**config.mk**
```make
export PLATFORM = sky130hd
export DESIGN_NAME = asram_host
export DESIGN_NICKNAME = d
export VERILOG_FILES = /design/src/shared/asram_pkg.sv /design/src/shared/asram_tmr_if.sv /design/src/design/asram_tmr.sv /design/src/design/asram_host.sv
export SDC_FILE = /design/constraint.sdc
export NUM_CORES = 1
export LEC_CHECK = 0
export BUFFER_PORTS_ARGS = -buffer_cell sky130_fd_sc_hd__buf_2
export CAP_MARGIN = 40
export CORE_MARGIN = 1
export CORE_UTILIZATION = 47
export CTS_CLUSTER_DIAMETER = 150
export DETAILED_ROUTE_END_ITERATION = 8
export PLACE_DENSITY = 0.78
export SETUP_SLACK_MARGIN = 0.5
export SYNTH_ARGS = -nofsm -noshare
export SYNTH_HDL_FRONTEND = slang
export SYNTH_SLANG_ARGS = --single-unit
```
**constraint.sdc**
```tcl
create_clock -name mclk -period 1.69 [get_ports mclk]
set_input_delay 0.0845 -clock mclk [delete_from_list [all_inputs] [get_ports mclk]]
set_output_delay 0.0845 -clock mclk [all_outputs]
set_load 0.02 [all_outputs]
```
**src/shared/asram_pkg.sv**
```systemverilog
// constants for the host controller of an asynchronous 256k x 4 static memory
// assumes a 25 MHz controller clock; the memory itself has no clock
package asram_pkg;
  localparam int unsigned ASRAM_IDX_W = 18;
  localparam int unsigned ASRAM_DAT_W = 4;
  localparam int unsigned ASRAM_WORDS = 262144;
  localparam int unsigned ASRAM_CLK_NS = 40;
  // minimum strobe overlap for a write, output drive held high (ns)
  localparam int unsigned ASRAM_WR_PULSE_NS = 20;
  // minimum strobe overlap for a write, output drive held low (ns)
  localparam int unsigned ASRAM_WR_PULSE_OE_NS = 20;
  // read access allowance from select and output drive (ns)
  localparam int unsigned ASRAM_RD_ACC_NS = 20;
  // bus turnaround gap after the memory stops driving (ns)
  localparam int unsigned ASRAM_TURN_NS = 9;
  localparam logic [3:0] ASRAM_WR_CYC =
    4'((ASRAM_WR_PULSE_NS + ASRAM_CLK_NS - 1) / ASRAM_CLK_NS);
  localparam logic [3:0] ASRAM_WR_OE_CYC =
    4'((ASRAM_WR_PULSE_OE_NS + ASRAM_CLK_NS - 1) / ASRAM_CLK_NS + 1);
  localparam logic [3:0] ASRAM_RD_CYC =
    4'((ASRAM_RD_ACC_NS + ASRAM_CLK_NS - 1) / ASRAM_CLK_NS);
  localparam logic [3:0] ASRAM_TURN_CYC =
    4'((ASRAM_TURN_NS + ASRAM_CLK_NS - 1) / ASRAM_CLK_NS);
  typedef enum logic [2:0] {
    ASRAM_IDLE = 3'b000,
    ASRAM_RD = 3'b001,
    ASRAM_WR_SET = 3'b010,
    ASRAM_WR = 3'b011,
    ASRAM_WR_HOLD = 3'b100,
    ASRAM_TURN = 3'b101
  } asram_state_type;
endpackage : asram_pkg

```
**src/shared/asram_tmr_if.sv**
```systemverilog
// timer handshake between the sequencer and its phase counter
// assumes a single clock domain
`timescale 1ns/1ps
interface asram_tmr_if;
  logic load;
  logic [3:0] count;
  logic done;
  modport seq (output load, output count, input done);
  modport tmr (input load, input count, output done);
endinterface : asram_tmr_if

```
**src/design/asram_tmr.sv**
```systemverilog
// phase counter: loads a cycle count and flags when it has run out
// assumes synchronous active-high reset
`timescale 1ns/1ps
module asram_tmr
  import asram_pkg::*;
(
  input wire logic mclk,
  input wire logic rst,
  asram_tmr_if.tmr t
);
  logic [3:0] cnt_r;
  always_ff @(posedge mclk)
  begin
    if (rst)
      cnt_r <= 4'h0;
    else if (t.load)
      cnt_r <= t.count;
    else if (cnt_r != 4'h0)
      cnt_r <= cnt_r - 4'h1;
  end
  // done looks at the count alone so the sequencer's load, which depends on done, forms no loop
  assign t.done = (cnt_r == 4'h0);
endmodule : asram_tmr

```
**src/design/asram_host.sv**
```systemverilog
// host controller for an asynchronous 256k x 4 static memory
// assumes req_* held stable while req_valid is high and req_ready low
//
// Function
// - one shared four-bit data bus, one driver
// - write strobe held high during reads
// - index latched on the same edge that select falls
// - never drive data while memory reads
// - sequence strobes to avoid bus contention
`timescale 1ns/1ps
module asram_host
  import asram_pkg::*;
(
  input wire logic mclk,
  input wire logic rst,
  input wire logic req_valid,
  input wire logic req_write,
  input wire logic req_oe_low,
  input wire logic [ASRAM_IDX_W-1:0] req_index,
  input wire logic [ASRAM_DAT_W-1:0] req_wdata,
  output logic req_ready,
  output logic rsp_valid,
  output logic [ASRAM_DAT_W-1:0] rsp_rdata,
  output logic [ASRAM_IDX_W-1:0] word_index,
  output logic sel_n,
  output logic wstrobe_n,
  output logic odrive_n,
  output logic [ASRAM_DAT_W-1:0] shared_data_lines_o,
  output logic shared_data_lines_oe_n,
  input wire logic [ASRAM_DAT_W-1:0] shared_data_lines_i
);
  asram_state_type state_r, state_nxt;
  asram_tmr_if tif ();
  logic oe_mode_r;

  asram_tmr u_tmr (
    .mclk(mclk),
    .rst(rst),
    .t(tif.tmr)
  );

  function automatic logic [3:0] wr_len(input logic oe_low);
    wr_len = oe_low ? ASRAM_WR_OE_CYC : ASRAM_WR_CYC;
  endfunction : wr_len

  wire take = req_valid && req_ready;

  always_comb
  begin
    state_nxt = state_r;
    tif.load = 1'b0;
    tif.count = 4'h0;
    case (state_r)
      ASRAM_IDLE:
      begin
        if (take)
        begin
          state_nxt = req_write ? ASRAM_WR_SET : ASRAM_RD;
          tif.load = !req_write;
          tif.count = ASRAM_RD_CYC;
        end
      end
      ASRAM_RD:
      begin
        if (tif.done)
        begin
          state_nxt = ASRAM_TURN;
          tif.load = 1'b1;
          tif.count = ASRAM_TURN_CYC;
        end
      end
      ASRAM_WR_SET:
      begin
        state_nxt = ASRAM_WR;
        tif.load = 1'b1;
        tif.count = wr_len(oe_mode_r);
      end
      ASRAM_WR:
        if (tif.done)
          state_nxt = ASRAM_WR_HOLD;
      ASRAM_WR_HOLD:
        state_nxt = ASRAM_IDLE;
      ASRAM_TURN:
        if (tif.done)
          state_nxt = ASRAM_IDLE;
      default:
        state_nxt = ASRAM_IDLE;
    endcase
  end

  always_ff @(posedge mclk)
  begin
    if (rst)
      state_r <= ASRAM_IDLE;
    else
      state_r <= state_nxt;
  end

  // address and write data latched on the same edge that select and strobes first move
  always_ff @(posedge mclk)
  begin
    if (rst)
    begin
      word_index <= '0;
      shared_data_lines_o <= '0;
      oe_mode_r <= 1'b0;
    end
    else if (take)
    begin
      word_index <= req_index;
      shared_data_lines_o <= req_wdata;
      oe_mode_r <= req_write && req_oe_low;
    end
  end

  function automatic logic oe_mode_nxt();
    oe_mode_nxt = (state_r == ASRAM_IDLE) ? (req_write && req_oe_low) : oe_mode_r;
  endfunction : oe_mode_nxt

  // strobes: select is low only in access states, idle leaves memory floating
  always_ff @(posedge mclk)
  begin
    if (rst)
    begin
      sel_n <= 1'b1;
      wstrobe_n <= 1'b1;
      odrive_n <= 1'b1;
    end
    else
    begin
      sel_n <= !(state_nxt == ASRAM_RD || state_nxt == ASRAM_WR_SET
                 || state_nxt == ASRAM_WR);
      // strobe falls with select; data driven from the same edge
      wstrobe_n <= !(state_nxt == ASRAM_WR_SET || state_nxt == ASRAM_WR);
      odrive_n <= !(state_nxt == ASRAM_RD
                    || ((state_nxt == ASRAM_WR_SET || state_nxt == ASRAM_WR)
                        && oe_mode_nxt()));
    end
  end

  // data drive only in write states and hold cycle; never while reading
  always_ff @(posedge mclk)
  begin
    if (rst)
      shared_data_lines_oe_n <= 1'b1;
    else
      shared_data_lines_oe_n <= !(state_nxt == ASRAM_WR_SET || state_nxt == ASRAM_WR
                                  || state_nxt == ASRAM_WR_HOLD);
  end

  always_ff @(posedge mclk)
  begin
    if (rst)
    begin
      rsp_valid <= 1'b0;
      rsp_rdata <= '0;
    end
    else
    begin
      rsp_valid <= (state_r == ASRAM_RD) && tif.done;
      if ((state_r == ASRAM_RD) && tif.done)
        rsp_rdata <= shared_data_lines_i;
    end
  end

  always_ff @(posedge mclk)
  begin
    if (rst)
      req_ready <= 1'b0;
    else
      req_ready <= (state_nxt == ASRAM_IDLE) && !(state_r == ASRAM_IDLE && take);
  end

  strobe_with_sel_a: assert property (@(posedge mclk) disable iff (rst)
    $fell(wstrobe_n) |-> $fell(sel_n))
    else $error("write strobe fell apart from select");
  rd_no_wstrobe_a: assert property (@(posedge mclk) disable iff (rst)
    !sel_n && wstrobe_n |-> shared_data_lines_oe_n)
    else $error("data driven during read");
  contention_a: assert property (@(posedge mclk) disable iff (rst)
    !(!odrive_n && wstrobe_n && !sel_n && !shared_data_lines_oe_n))
    else $error("bus contention in read state");
  idle_float_a: assert property (@(posedge mclk) disable iff (rst)
    sel_n |-> wstrobe_n && odrive_n)
    else $error("strobe active while deselected");
  wr_strobe_a: assert property (@(posedge mclk) disable iff (rst)
    $fell(wstrobe_n) |-> !sel_n && !shared_data_lines_oe_n)
    else $error("write strobe without select or data");
  wr_hold_a: assert property (@(posedge mclk) disable iff (rst)
    $rose(wstrobe_n) |-> !shared_data_lines_oe_n)
    else $error("data released before strobe end");
  wr_width_a: assert property (@(posedge mclk) disable iff (rst)
    $fell(wstrobe_n) |-> !wstrobe_n [*2])
    else $error("write pulse too short");
  rd_resp_a: assert property (@(posedge mclk) disable iff (rst)
    $fell(sel_n) && wstrobe_n |-> ##[1:4] rsp_valid)
    else $error("read answer late");
  addr_hold_a: assert property (@(posedge mclk) disable iff (rst)
    !sel_n && !$past(sel_n) |-> $stable(word_index))
    else $error("index moved during access");
  wr_width_oe_a: assert property (@(posedge mclk) disable iff (rst)
    $fell(wstrobe_n) && !odrive_n |-> !wstrobe_n [*4])
    else $error("write pulse with output drive low too short");
  rd_drive_a: assert property (@(posedge mclk) disable iff (rst)
    (state_r == ASRAM_RD) |-> !sel_n && !odrive_n && wstrobe_n)
    else $error("read state without select and output drive");
  idx_take_a: assert property (@(posedge mclk) disable iff (rst)
    $fell(sel_n) |-> word_index == $past(req_index))
    else $error("index differs from taken request");
  rsp_data_a: assert property (@(posedge mclk) disable iff (rst)
    rsp_valid |-> rsp_rdata == $past(shared_data_lines_i))
    else $error("read word not taken from data lines");
  ready_idle_a: assert property (@(posedge mclk) disable iff (rst)
    req_ready |-> sel_n && shared_data_lines_oe_n)
    else $error("ready while memory still accessed");
  odrive_free_a: assert property (@(posedge mclk) disable iff (rst)
    !odrive_n |-> shared_data_lines_oe_n || !wstrobe_n)
    else $error("host drives data while memory may drive");
endmodule : asram_host

```
=== Word level (Yosys, flattened, before mapping) ===
Index checks and enable logic that the tools add are counted.

* Bits in registers: 40
* Input port bits: 31
* Output and inout port bits: 32
* Word-level logic and storage cells: 59

* $add $sub $neg: 1
* Equality and inequality tests: 8
* Mux-type cells: 16
* Reductions and logical operators: 22

{| class="wikitable"
|+ Operators by type and width
! kind !! number
|-
| $pmux 3 s5 || 1
|-
| $eq 3x2->1 const B || 4
|-
| $mux 3 || 4
|-
| $mux 4 || 2
|-
| $eq 3x1->1 const B || 2
|-
| $eq 3x3->1 const B || 2
|-
| $logic_and 1x1->1 || 6
|-
| $logic_not 1->1 || 6
|-
| $logic_not 3->1 || 2
|-
| $pmux 2 s3 || 1
|-
| $logic_or 1x1->1 || 5
|-
| $mux 1 || 5
|-
| $logic_not 4->1 || 1
|-
| $mux 2 || 2
|-
| $reduce_bool 4->1 || 1
|-
| $sub 4x1->4 const B || 1
|-
| $pmux 1 s3 || 1
|-
| $reduce_bool 2->1 || 1
|}

=== Longest topological paths before layout ===
Gate-level depths: netlist of the first run.

* Word-level depth: 8
* Depth in mapped cells: 7

=== Cells and area by module ===
From an unflattened synthesis of the first run, not the netlist that was laid out.

* Cells, all modules: 194
* Area, all modules: 1624.1 sq um

{| class="wikitable"
|+ Modules (own cells, without submodules)
! module !! instances !! cells an instance !! area each (sq um) !! sequential area each (sq um)
|-
| asram_host || 1 || 170 || 1395.1 || 720.7
|-
| asram_tmr || 1 || 24 || 229.0 || 80.1
|}

=== Least setup slack after synthesis of the first run ===
Ideal clock, no wire load.

* Path type: flip-flop to flip-flop
* From: register u_tmr.cnt_r[0]
* To: register rsp_rdata[3]
* Arrival: 1.261 ns
* Required time: 1.558 ns
* Slack: 0.297 ns
* Stages on the path, launching flop included: 8
* Buffers on the path: 1
* Cells stage by stage: dfxtp_1 -> inv_1 -> ha_1 -> nor3b_4 -> buf_4 -> nand2_1 -> nand2_1 -> a21oi_1

* Cells in the longest elaborated chain, start to end: 2

{| class="wikitable"
|+ RTL lines
! element !! RTL line !! RTL
|-
| start: declaration || asram_tmr.sv:11 || <nowiki>logic [3:0] cnt_r;</nowiki>
|-
| start signal: assignment || asram_tmr.sv:17 || <nowiki>cnt_r <= t.count;</nowiki>
|-
| start signal: assignment || asram_tmr.sv:19 || <nowiki>cnt_r <= cnt_r - 4'h1;</nowiki>
|-
| $logic_not 4->1 || asram_tmr.sv:22 || <nowiki>assign t.done = (cnt_r == 4'h0);</nowiki>
|-
| $logic_and 1x1->1 || asram_host.sv:161 || <nowiki>if ((state_r == ASRAM_RD) && tif.done)</nowiki>
|-
| end signal: assignment || asram_host.sv:162 || <nowiki>rsp_rdata <= shared_data_lines_i;</nowiki>
|-
| end: declaration || asram_host.sv:23 || <nowiki>output logic [ASRAM_DAT_W-1:0] rsp_rdata,</nowiki>
|}

No other way between the ends.
A chain may end at the register's enable or synchronous reset.

=== Worst setup path in the final report of the first run ===
* From: register u_tmr.cnt_r[1]
* To: register odrive_n

* Cells in the longest elaborated chain, start to end: 8
* Elaborated cells between the ends (all ways): 12
* Classes of those cells: 3 x eq/ne; 4 x mux; 5 x reduce/logical

{| class="wikitable"
|+ RTL lines
! element !! RTL line !! RTL
|-
| $logic_not 4->1 (*) || asram_tmr.sv:22 ||
|-
| $mux 3, on equally long branches || asram_host.sv:84, asram_host.sv:65, asram_host.sv:79 ||
|-
| $pmux 3 s5 (*) || asram_host.sv:53 || <nowiki>case (state_r)</nowiki>
|-
| $eq 3x2->1 || asram_host.sv:136 || <nowiki>|| ((state_nxt == ASRAM_WR_SET || state_nxt == ASRAM_WR)</nowiki>
|-
| $logic_or 1x1->1 || asram_host.sv:136 ||
|-
| $logic_and 1x1->1 || asram_host.sv:137 || <nowiki>&& oe_mode_nxt()));</nowiki>
|-
| $logic_or 1x1->1 (*) || asram_host.sv:136 ||
|-
| $logic_not 1->1 (*) || asram_host.sv:135 || <nowiki>odrive_n <= !(state_nxt == ASRAM_RD</nowiki>
|-
| end signal: assignment || asram_host.sv:135 ||
|-
| end: declaration || asram_host.sv:27 || <nowiki>output logic odrive_n,</nowiki>
|}

Mark *: on every way between the ends. The rest lies on a longest branch, timed or not.

==> results of run 1 <==
==> sequential cells by signal, summed over array words and instances (netlist names) <==
name / flops
word_index: 18
rsp_rdata: 4
shared_data_lines_o: 4
u_tmr.cnt_r: 4
state_r: 3
odrive_n: 1
oe_mode_r: 1
req_ready: 1
rsp_valid: 1
sel_n: 1
shared_data_lines_oe_n: 1
wstrobe_n: 1
==> routing by layer <==
metal	part of all wire, %	vias to the layer above	track usage (%)
met5	0	-	0
met4	1.7	0	8.97
met3	7.4	8	9.31
met2	49	73	39.5
met1	42	763	30.1
li1	-	853	-
==> cell usage after synthesis (2+ instances only) <==
| cell | count | area (um^2) |
|---|---|---|
| nor2_1 | 10 | 37.5 |
| and2_1 | 2 | 12.5 |
| o21a_1 | 2 | 15.0 |
| nand3_1 | 5 | 25.0 |
| nor3b_1 | 3 | 22.5 |
| o21ai_1 | 5 | 25.0 |
| inv_1 | 5 | 18.8 |
| a21oi_1 | 34 | 170 |
| dfxtp_1 | 40 | 801 |
| clkbuf_1 | 6 | 22.5 |
| nand2_1 | 55 | 206 |
| buf_2 | 6 | 30.0 |
| o21ai_0 | 3 | 15.0 |
==> power breakdown <==
part / total (mW) / internal (mW) / leakage (nW) / switching, mW
clock: 0.524 / 0.202 / 0.0305 / 0.322
combinational: 1.49 / 0.749 / 0.698 / 0.744
sequential: 1.23 / 1.10 / 0.328 / 0.129
==> how the worst min path moves through the flow <==
stage | endpoint | slack [ps] | cells past startpoint | from
2_1_floorplan | shared_data_lines_o[0] | 220 | 2 | req_wdata[0]
3_3_place_gp | word_index[8] | 330 | 3 | req_index[8]
3_5_place_dp | shared_data_lines_o[3] | 330 | 3 | req_wdata[3]
4_1_cts | oe_mode_r | 10 | 3 | req_oe_low
5_1_grt | oe_mode_r | 0.1 | 3 | req_oe_low
6_report | oe_mode_r | 10 | 3 | req_oe_low
==> worst register-to-register path, stage by stage, from the launching register on <==
cell and delay [ps]:
dfxtp_2 340, inv_2 70, ha_4 130, nor3b_4 200
buf_6 150, a21oi_2 60, o21a_1 200, o311ai_2 200
==> area by class of cell <==
class	count	area (um^2)
Tap cell	44	55.1
Clock buffer	6	51.3
Fill cell	224	701
Timing Repair Buffer	105	709
Inverter	5	18.8
Multi-Input combinational cell	137	747
Clock inverter	2	15.0
Sequential cell	40	806
==> cell families (layout without fill, tap and decap cells) <==
| group | Yosys count | in the layout |
|---|---|---|
| buf+inv | 18 | 118 |
| compound gates | 50 | 50 |
| flops | 40 | 40 |
| fa+ha+maj | 1 | 1 |
| simple gates | 86 | 86 |
==> what timing repair did <==
item	CTS	global route
endpoints found under the setup margin	16	38
pin swaps	4	0
hold endpoints to repair	26	0
hold buffers	26	0
gates resized for setup	6	4
buffers inserted	9	2
==> stage by stage <==
step           utilization (%)  setup WS (ps)  power [mW]  instance area (um^2)
6_report                  77.4            266        3.25                  2400
4_1_cts                   76.7            295        3.14                  2380
5_1_grt                   77.4            202        3.48                  2400
3_3_place_gp              63.4            189        2.30                  1970
3_5_place_dp              63.4            140        2.33                  1970
2_1_floorplan                -            335        2.09                  1620
==> out/results.ini, run 1 <==
[die]
start_util_pct=50.7
fp-row-count=20
dieWidth_um=59.9
die_h_um=59.9
floorplan.die_area_mm2=0.00358
core_area_mm2=0.00310
ioPinCount=63

[cts]
cts_tree=yes
clockRootBuffer=clkbuf_4
cts_buffers=5
cts_htree_levels=2
clk_latency_ps=360
cts.sinks=40
clk_pin_slew_worst_paths_ps=120
cts_buffer_depth=2

[critical_path]
critPathTopFamily=compound AO/OA/AOI/OAI gates
cp_num_cells=7
arrival_ps=1700
required_ps=1970
slowest_stage=dfxtp_2
rr_endpoint=odrive_n
worstSetupEndpointType=register
reg2regPathDepth=7
worstSetupPathType=reg2reg
cp-start-kind=register
max_stage_delay_ps=340
critPathBufInv=2
cp_cell_sequence=inv_2 -> ha_4 -> nor3b_4 -> buf_6 -> a21oi_2 -> o21a_1 -> o311ai_2
crit_path_end=odrive_n
r2r-start=u_tmr.cnt_r[1]
worst-path-max-fanout=5
critical_path.startpoint=u_tmr.cnt_r[1]
r2r_slack_ps=270

[synthesis]
synth_top_family_by_area=simple AND/OR/NAND/NOR gates
yosys.area_share.adder_pct=0.795
synth-main-ff-cell=dfxtp_1
synth_area_per_cell_um2=8.07
synth-xor-area-share_pct=0
syn_area_mm2=0.00157
yosysUniqueCellTypes=32
synthArstFlopShare_pct=0
yosysSeqAreaShare_pct=50.9
synthCells=195
synthSimpleGateAreaFrac_pct=25.4
synth-seq-cells=40
synth_warnings=0
syn_nets=227
yosys-mux-area-fraction_pct=0
synth_compound_area_share_pct=18.0
synth-edff-count=0

[placement]
port_buffers=62
dpl.hpwl_um=2390
dp.cells=294
place_congestion=0.799

[sta]
drv_slew=0
holdWs_ps=11.5
tightestPinTransition_ps=404
clock.fmax_mhz=702
rsz0062_at_grt=yes
setup_viol=0
hold_violations=0
finalCriticalPeriod_ps=1420
slew_headroom_pct=72.8
finClkSkew_ps=5.21
tns_ps=0
fin_crit_sh_pct=84.3

[global_route]
grt-ovfl-total=0
grt_pass1_wl_um=6480
grt_util_all_layers_pct=24.7
grt_max_degree=24
antenna_found_initial=0
grt_pass1_vias=1519

[drt]
detail-route-antenna-nets=0
first_pass_iters=4
vias_per_cell=5.01
drtIter0Drc=74
post-route-drc-count=0
wl_per_cell_um=12.3
wl_um=4180
vias=1697

[cells_and_area]
final_cells=339
layout-area-overhead-vs-synth_pct=52.6
antenna_cells=0
layout_common_cells=62 x buf_2, 53 x nand2_1, 36 x dfxtp_1, 33 x a21oi_1, 26 x dlygate4sd3_1
drive_gt1_share_pct=34.9
nNetsFinal=326
final_common_cell=buf_2

[power_and_ir_drop]
leakagePower_nw=1.06
irDropWorstVdd_mv=0.970
power.density_mw_per_mm2=1350

[job]
drv_cap=0

[outcome]
status=complete, no violations

[min_path]
min-delay-path-class=in2reg

Power figures use the tool's default switching activity.
==> run 2, diff against run 1 <==
- ABC_AREA: default -> 1
- clock period: 1.69 -> 1.4 ns (I/O delays scaled with it)
==> out/results.ini, run 2 <==
[die]
start_util_pct=50.5  ; -0.24 points
fp-row-count=20  ; unchanged
ioPinCount=63  ; unchanged
dieWidth_um=59.7  ; -0.23%
die_h_um=59.7  ; -0.23%

[synthesis]
yosys.area_share.adder_pct=0.799  ; +0.0038 points
syn_area_mm2=0.00157  ; -0.48%
yosys-mux-area-fraction_pct=0  ; unchanged
synthArstFlopShare_pct=0  ; unchanged
synth_area_per_cell_um2=7.64  ; -5.3%
synth_compound_area_share_pct=11.1  ; -6.9 points
yosysSeqAreaShare_pct=51.1  ; +0.24 points
synth_warnings=0  ; unchanged
syn_nets=237  ; +4.4%
synth_top_area_share_pct=51.1  ; +0.24 points
synthSimpleGateAreaFrac_pct=30.2  ; +4.8 points
synth_top_family_by_area=simple AND/OR/NAND/NOR gates
yosysTopAreaCell=dfxtp_1
synthTopCellsByCount=62 x nor2_1, 40 x dfxtp_1, 30 x o21ai_0, 21 x nand2_1, 13 x inv_1
synth-seq-cells=40  ; unchanged
synth-edff-count=0  ; unchanged
synth_most_common_cell=nor2_1
synthCells=205  ; +5.1%
synth-xor-area-share_pct=1.12  ; +1.1 points
synth-main-ff-cell=dfxtp_1
synth_area_leaders=dfxtp_1 51%, nor2_1 15%, o21ai_0 9.6%, nand2_1 5.0%, inv_1 3.1%
yosysUniqueCellTypes=26  ; -19%

[cts]
cts_buffers=5  ; unchanged
clockRootBuffer=clkbuf_4
cts_htree_levels=2  ; unchanged
cts.sinks=40  ; unchanged
cts_buffer_depth=2  ; unchanged

[outcome]
tool.error=[ERROR DPL-0038] Utilization greater than 100%, impossible to legalize
status=aborted with a tool error
stop_stage=5_1_grt

[sta]
grt_worst_setup_endpoint=sel_n$_SDFF_PP1_/D
worst-ep-kind=register input

[placement]
dp.cells=307  ; +4.4%
port_buffers=62  ; unchanged
place_congestion=0.814  ; +1.8%
dpl.hpwl_um=2530  ; +5.7%

[global_route]
grt_max_degree=17

## run 2: cell types whose count changed after synthesis, sizes merged, moves of 2 or more
cell / change
nor2: +53
a21oi: -30
nand2: -30
o21ai: +22
inv: +9
nand3: +5
nor3b: -5
clkbuf: -3
nor3: +3
and2: -2
buf: -2
o21a: -2
o311ai: -2
## run 2: cells by family after synthesis
group | count (synthesis)
AOI/OAI and AO/OA | 34
xor gates and xnor gates | 2
adders and majority gates | 1
buffers and inverters | 22
DFF | 40
and+or+nand+nor | 106
## run 2: timing repair
item,CTS
hold buffers,26
setup buffers,9
pin swaps,8
setup endpoints to repair,70
gates resized for setup,147
gates cloned,3
hold endpoints to repair,31
## run 2: per-stage QoR
step	util (%)	setup WS (ps)	cell area, um^2	hold WS [ps]
after floorplan	-	263	1620	132
after detailed placement	63.5	149	1970	304
after CTS	91.3	190	2830	-57.9
after global placement	63.5	196	1970	294
==> run 3, diff against run 2 <==
- CORE_UTILIZATION: 47 -> 40
- CTS_CLUSTER_DIAMETER: 150 -> default
- PLACE_DENSITY: 0.78 -> default
- PLACE_DENSITY_LB_ADDON: default -> 0.15
- SETUP_SLACK_MARGIN: 0.5 -> default
==> out/results.ini, run 3 <==
[cells_and_area]
final_cells=318
nNetsFinal=302
regMostFlops=word_index
drive_gt1_share_pct=33.0
layout_common_cells=62 x buf_2, 60 x nor2_1, 39 x dfxtp_1, 30 x o21ai_0, 20 x nand2_1
fillers=390
layout-area-overhead-vs-synth_pct=29.9
largest_reg_flops=18
antenna_cells=0
final_common_cell=buf_2

[global_route]
busiest_layer=met2
grt_use_met2_pct=28.8
grt_pass1_wl_um=5740
grt-ovfl-total=0
grt.met3_usage_pct=5.63
grt_max_degree=30
antenna_found_initial=0
use_met1_pct=22.1
grt_pass1_vias=1363
grt_util_all_layers_pct=17.7

[sta]
setup_viol=0
fin_ws_ps=118
hold_violations=0
slew_headroom_pct=78.5
clock.fmax_mhz=780
tightestPinTransition_ps=322
drv_slew=0
fin_crit_sh_pct=91.6
finClkSkew_ps=3.34
finalCriticalPeriod_ps=1280

[power_and_ir_drop]
p_clk_share_pct=19.6
irDropWorstVdd_mv=0.829
p_sw_share_pct=37.0
seqPwrFrac_pct=42.5
power.switching_mw=1.30
power_frac_comb_pct=37.9
intPower_mw=2.21
power.density_mw_per_mm2=1720
leakagePower_nw=1.00
p_total_mw=3.51

[drt]
drtIter0Drc=70
wl_per_cell_um=10.6
first_pass_iters=4
detail-route-antenna-nets=0
post-route-drc-count=0
vias_per_cell=4.65
vias=1478
wl_um=3370

[cts]
clk_pin_slew_worst_paths_ps=70
cts.sinks=40  ; unchanged
clockRootBuffer=clkbuf_8
cts_buffers=5  ; unchanged
clk_latency_ps=280
cts_buffer_depth=2  ; unchanged
post-cts-setup-buffer-count=0  ; -9
cts_htree_levels=2  ; unchanged
cts_tree=yes
holdBufCountCts=0  ; -100%

[critical_path]
arrival_ps=1450
slowest_stage=dfxtp_1
max_stage_delay_ps=310
worstSetupEndpointType=register
worst-path-max-fanout=4
r2r-start=u_tmr.cnt_r[0]
cp-start-kind=register
r2r_slack_ps=120
reg2regPathDepth=9
cpMostUsedCell=nand2_1
cp_cell_sequence=inv_1 -> ha_4 -> nand2_1 -> nor2_4 -> nand2_1 -> nand2_1 -> nand2_1 -> inv_1 -> nand3_1
rr_endpoint=odrive_n
required_ps=1560
worstSetupPathType=reg2reg

[synthesis]
syn_nets=237  ; unchanged
syn_area_mm2=0.00157  ; unchanged
synthArstFlopShare_pct=0  ; unchanged
synth-main-ff-cell=dfxtp_1
synth_warnings=0  ; unchanged
synthTopCellsByCount=62 x nor2_1, 40 x dfxtp_1, 30 x o21ai_0, 21 x nand2_1, 13 x inv_1
synth_top_area_share_pct=51.1  ; unchanged
synthCells=205  ; unchanged
synth_most_common_cell=nor2_1
synth_area_per_cell_um2=7.64  ; unchanged
synth_area_leaders=dfxtp_1 51%, nor2_1 15%, o21ai_0 9.6%, nand2_1 5.0%, inv_1 3.1%
yosysTopAreaCell=dfxtp_1
yosysSeqAreaShare_pct=51.1  ; unchanged
synth-edff-count=0  ; unchanged
yosysUniqueCellTypes=26  ; unchanged
synth-seq-cells=40  ; unchanged

[outcome]
status=complete, no violations

[die]
die_h_um=64.6  ; +8.1%
start_util_pct=42.2  ; -8.3 points
floorplan.die_area_mm2=0.00417
ioPinCount=63  ; unchanged
dieWidth_um=64.6  ; +8.1%
fp-row-count=22  ; +10%
core_area_mm2=0.00372

[min_path]
min-delay-path-class=in2reg
hp-start=shared_data_lines_i[1]
worst_hold_path.num_cells=3
hold_path_end=rsp_rdata[1]

[placement]
dp.cells=311  ; +1.3%
place_congestion=0.829  ; +1.9%
place_ws_ps=-19.1  ; -168 ps
dpl.hpwl_um=2480  ; -2.1%
port_buffers=62  ; unchanged

[job]
drv_cap=0

[run 3: cell counts after synthesis]
Identical to the previous run, type by type.
[run 3: repair_timing]
item / in CTS / in global routing
cloned: 0 / 0
setup endpoints to repair: 3 / 8
gates resized for setup: 2 / 5
[run 3: area by class of cell]
cell class	count	area [um^2]	share of cell area, %
well taps	48	60.1	2.95
repair buffers	66	340	16.7
clock inverters	1	5.00	0.246
clock buffers	6	72.6	3.57
inverters	14	52.6	2.58
multi-input cells	143	702	34.5
flip-flops and latches	40	802	39.4
[run 3: through the flow]
step / TNS, ps / area [um^2] / utilization (%) / hold slack, ps
2_1_floorplan: 0 / 1570 / - / 132
3_3_place_gp: 0 / 1930 / 52.0 / 308
3_5_place_dp: -32.2 / 1930 / 52.0 / 306
4_1_cts: 0 / 2010 / 54.2 / 5.09
5_1_grt: -7.05 / 2030 / 54.7 / 18.8
6_report: 0 / 2030 / 54.7 / 17.8
[run 3: power by group through the flow]
| stage | clock network [mW] | logic [mW] | registers [mW] |
|---|---|---|---|
| 6_report | 0.688 | 1.33 | 1.49 |
| 5_1_grt | 0.766 | 1.49 | 1.51 |
| 4_1_cts | 0.725 | 1.29 | 1.49 |
| 3_5_place_dp | 0 | 1.27 | 1.51 |
| 3_3_place_gp | 0 | 1.26 | 1.51 |
| 2_1_floorplan | 0 | 0.698 | 1.71 |
[run 3: kinds of logic (layout without fill, tap and decap cells)]
| group | count (synthesis) | count (layout) | share of synthesized area [%] |
|---|---|---|---|
| buffers and inverters | 22 | 87 | 5.67 |
| flip-flops | 40 | 40 | 51.1 |
| AO/OA/AOI/OAI | 34 | 34 | 11.1 |
| XOR/XNOR | 2 | 2 | 1.12 |
| AND/OR/NAND/NOR | 106 | 106 | 30.2 |
| adder cells (fa/ha/maj) | 1 | 1 | 0.799 |
[run 3: layer usage]
metal,part of all wire (%),vias to the layer above
met3,6.1,4
met5,0,-
met2,44,46
met1,49,648
met4,0.80,0
li1,-,780
[run 3: worst max path at each step]
stage | cells after the start | endpoint | startpoint
2_1_floorplan | 9 | odrive_n | u_tmr.cnt_r[0]
3_3_place_gp | 7 | u_tmr.cnt_r[0] | u_tmr.cnt_r[0]
3_5_place_dp | 7 | u_tmr.cnt_r[0] | u_tmr.cnt_r[0]
4_1_cts | 7 | u_tmr.cnt_r[0] | u_tmr.cnt_r[0]
5_1_grt | 9 | odrive_n | u_tmr.cnt_r[0]
6_report | 9 | odrive_n | u_tmr.cnt_r[0]
[run 3: worst max-delay path: cells and delay by family (launching register included)]
| kind | cells | cell delay [ps] |
|---|---|---|
| and+or+nand+nor | 6 | 500 |
| DFF | 1 | 310 |
| buffers and inverters | 2 | 180 |
| adders and majority gates | 1 | 180 |
==> run 4, diff against run 3 <==
- REMOVE_ABC_BUFFERS: default -> 1
==> out/results.ini, run 4 (same netlist as run 3, synthesis figures left out) <==
[placement]
dpl.hpwl_um=2590  ; +4.7%
port_buffers=62  ; unchanged
dp.cells=314  ; +0.96%
place_congestion=0.840  ; +1.4%

[sta]
clock.fmax_mhz=771  ; -1.1%
hold_violations=0  ; unchanged
finClkSkew_ps=9.19  ; +5.85 ps
tns_ps=0  ; unchanged
setup_viol=0  ; unchanged
tightestPinTransition_ps=372  ; +50.2 ps
slew_headroom_pct=75.2  ; -3.4 points
finalCriticalPeriod_ps=1300  ; +14.2 ps
drv_slew=0  ; unchanged
fin_crit_sh_pct=92.6  ; +1.0 points

[cts]
post-cts-setup-buffer-count=0  ; unchanged
cts.sinks=40  ; unchanged
cts_buffer_depth=2  ; unchanged
cts_htree_levels=2  ; unchanged
clk_latency_ps=290  ; about the same
clockRootBuffer=clkbuf_8
cts_tree=yes
clk_pin_slew_worst_paths_ps=70  ; about the same
cts_buffers=5  ; unchanged

[drt]
drtIter0Drc=70  ; unchanged
wl_per_cell_um=10.9  ; +3.0%
wl_um=3550  ; +5.3%
detail-route-antenna-nets=0  ; unchanged
post-route-drc-count=0  ; unchanged
first_pass_iters=4  ; unchanged
vias_per_cell=4.60  ; -0.96%
vias=1496  ; +1.2%

[power_and_ir_drop]
p_clk_share_pct=25.6  ; +6.0 points
power.density_mw_per_mm2=1790  ; +4.0%
seqPwrFrac_pct=39.1  ; -3.4 points
leakagePower_nw=1.05  ; +4.8%
power.switching_mw=1.35  ; +3.8%
intPower_mw=2.46  ; +12%
irDropWorstVdd_mv=1.02  ; +23%
power_frac_comb_pct=35.4  ; -2.5 points
p_sw_share_pct=35.3  ; -1.7 points

[cells_and_area]
nNetsFinal=308  ; +2.0%
fillers=367  ; -5.9%
largest_reg_flops=18  ; unchanged
final_cells=325  ; +2.2%
drive_gt1_share_pct=33.2  ; +0.25 points
layout_common_cells=62 x buf_2, 61 x nor2_1, 40 x dfxtp_1, 30 x o21ai_0, 20 x nand2_1
final_common_cell=buf_2
layout-area-overhead-vs-synth_pct=35.8
regMostFlops=word_index
antenna_cells=0  ; unchanged

[outcome]
status=complete, no violations

[global_route]
grt_pass1_wl_um=5710  ; -0.47%
antenna_found_initial=0  ; unchanged
grt-ovfl-total=0  ; unchanged
grt_util_all_layers_pct=18.2  ; +0.45 points
grt_pass1_vias=1311  ; -3.8%
grt_max_degree=23  ; -23%

[critical_path]
worstSetupEndpointType=register
worst-path-max-fanout=4  ; unchanged
required_ps=1570  ; about the same
worstSetupPathType=reg2reg
arrival_ps=1470  ; +20 ps
cp-start-kind=register

[die]
die_h_um=64.6  ; unchanged
core_area_mm2=0.00372  ; unchanged
start_util_pct=42.2  ; unchanged
ioPinCount=63  ; unchanged
floorplan.die_area_mm2=0.00417  ; unchanged
fp-row-count=22  ; unchanged
dieWidth_um=64.6  ; unchanged

[min_path]
min-delay-path-class=in2reg

[job]
drv_cap=0  ; unchanged

## run 4: cell types whose count changed in the layout (fill, tap and decap cells not counted), sizes merged
cell         delta
dlygate4sd3     +3
buf             +3
bufinv          +1
## run 4: worst paths after layout
| path | start | to | slack [ps] | cells past startpoint |
|---|---|---|---|---|
| worst max-delay path | u_tmr.cnt_r[0] | odrive_n | 100 | 9 |
| worst min register to register | word_index[13] | word_index[13] | 480 | 2 |
| worst max register to register | u_tmr.cnt_r[0] | odrive_n | 100 | 9 |
| worst min-delay path | shared_data_lines_i[2] | rsp_rdata[2] | 6 | 3 |
## run 4: stage by stage
step | worst slack, ps | util [%] | cell area, um^2 | hold WS, ps | power [mW]
finish | 103 | 57.2 | 2130 | 6.33 | 3.81
global route | -6.99 | 57.2 | 2130 | 10.0 | 4.09
CTS | 28.0 | 56.6 | 2100 | 5.58 | 3.79
detailed placement | 38.4 | 52.6 | 1950 | 306 | 2.80
global placement | 39.6 | 52.6 | 1950 | 297 | 2.79
floorplan | -414 | - | 1530 | 132 | 2.39
## run 4: power by group through the flow
stage          registers, mW  logic, mW  clock network (mW)
2_1_floorplan           1.72      0.668                   0
3_3_place_gp            1.50       1.28                   0
3_5_place_dp            1.51       1.29                   0
4_1_cts                 1.49       1.30                1.00
5_1_grt                 1.51       1.53                1.05
6_report                1.49       1.35               0.975
## run 4: worst max-delay path: stages (launching register included)
cell     delay, ps
dfxtp_1        310
inv_1          110
ha_4           170
nand2_1         90
nor2_4         110
nand2_1         70
nand2_1        100
nand2_1         70
inv_1           70
nand3_1         70
## run 4: cell type report
| cell class | count | area (um^2) | area share [%] |
|---|---|---|---|
| sequential | 40 | 801 | 37.6 |
| multi-input combinational | 143 | 699 | 32.9 |
| clock buffer | 6 | 82.6 | 3.88 |
| timing repair buffer | 72 | 393 | 18.5 |
| tap | 48 | 60.1 | 2.82 |
| clock inverter | 2 | 38.8 | 1.82 |
| inverter | 14 | 52.6 | 2.47 |
## run 4: routing by layer
metal	track usage, %	routed length (um)
met1	21.7	1670
met4	7.50	55
met2	29.7	1620
met3	6.16	196
met5	0	0
## run 4: timing repair
action | CTS | global route
gates resized for setup | 0 | 5
setup endpoints to repair | 0 | 11
hold buffers | 3 | 0
endpoints found under the hold margin | 3 | 0
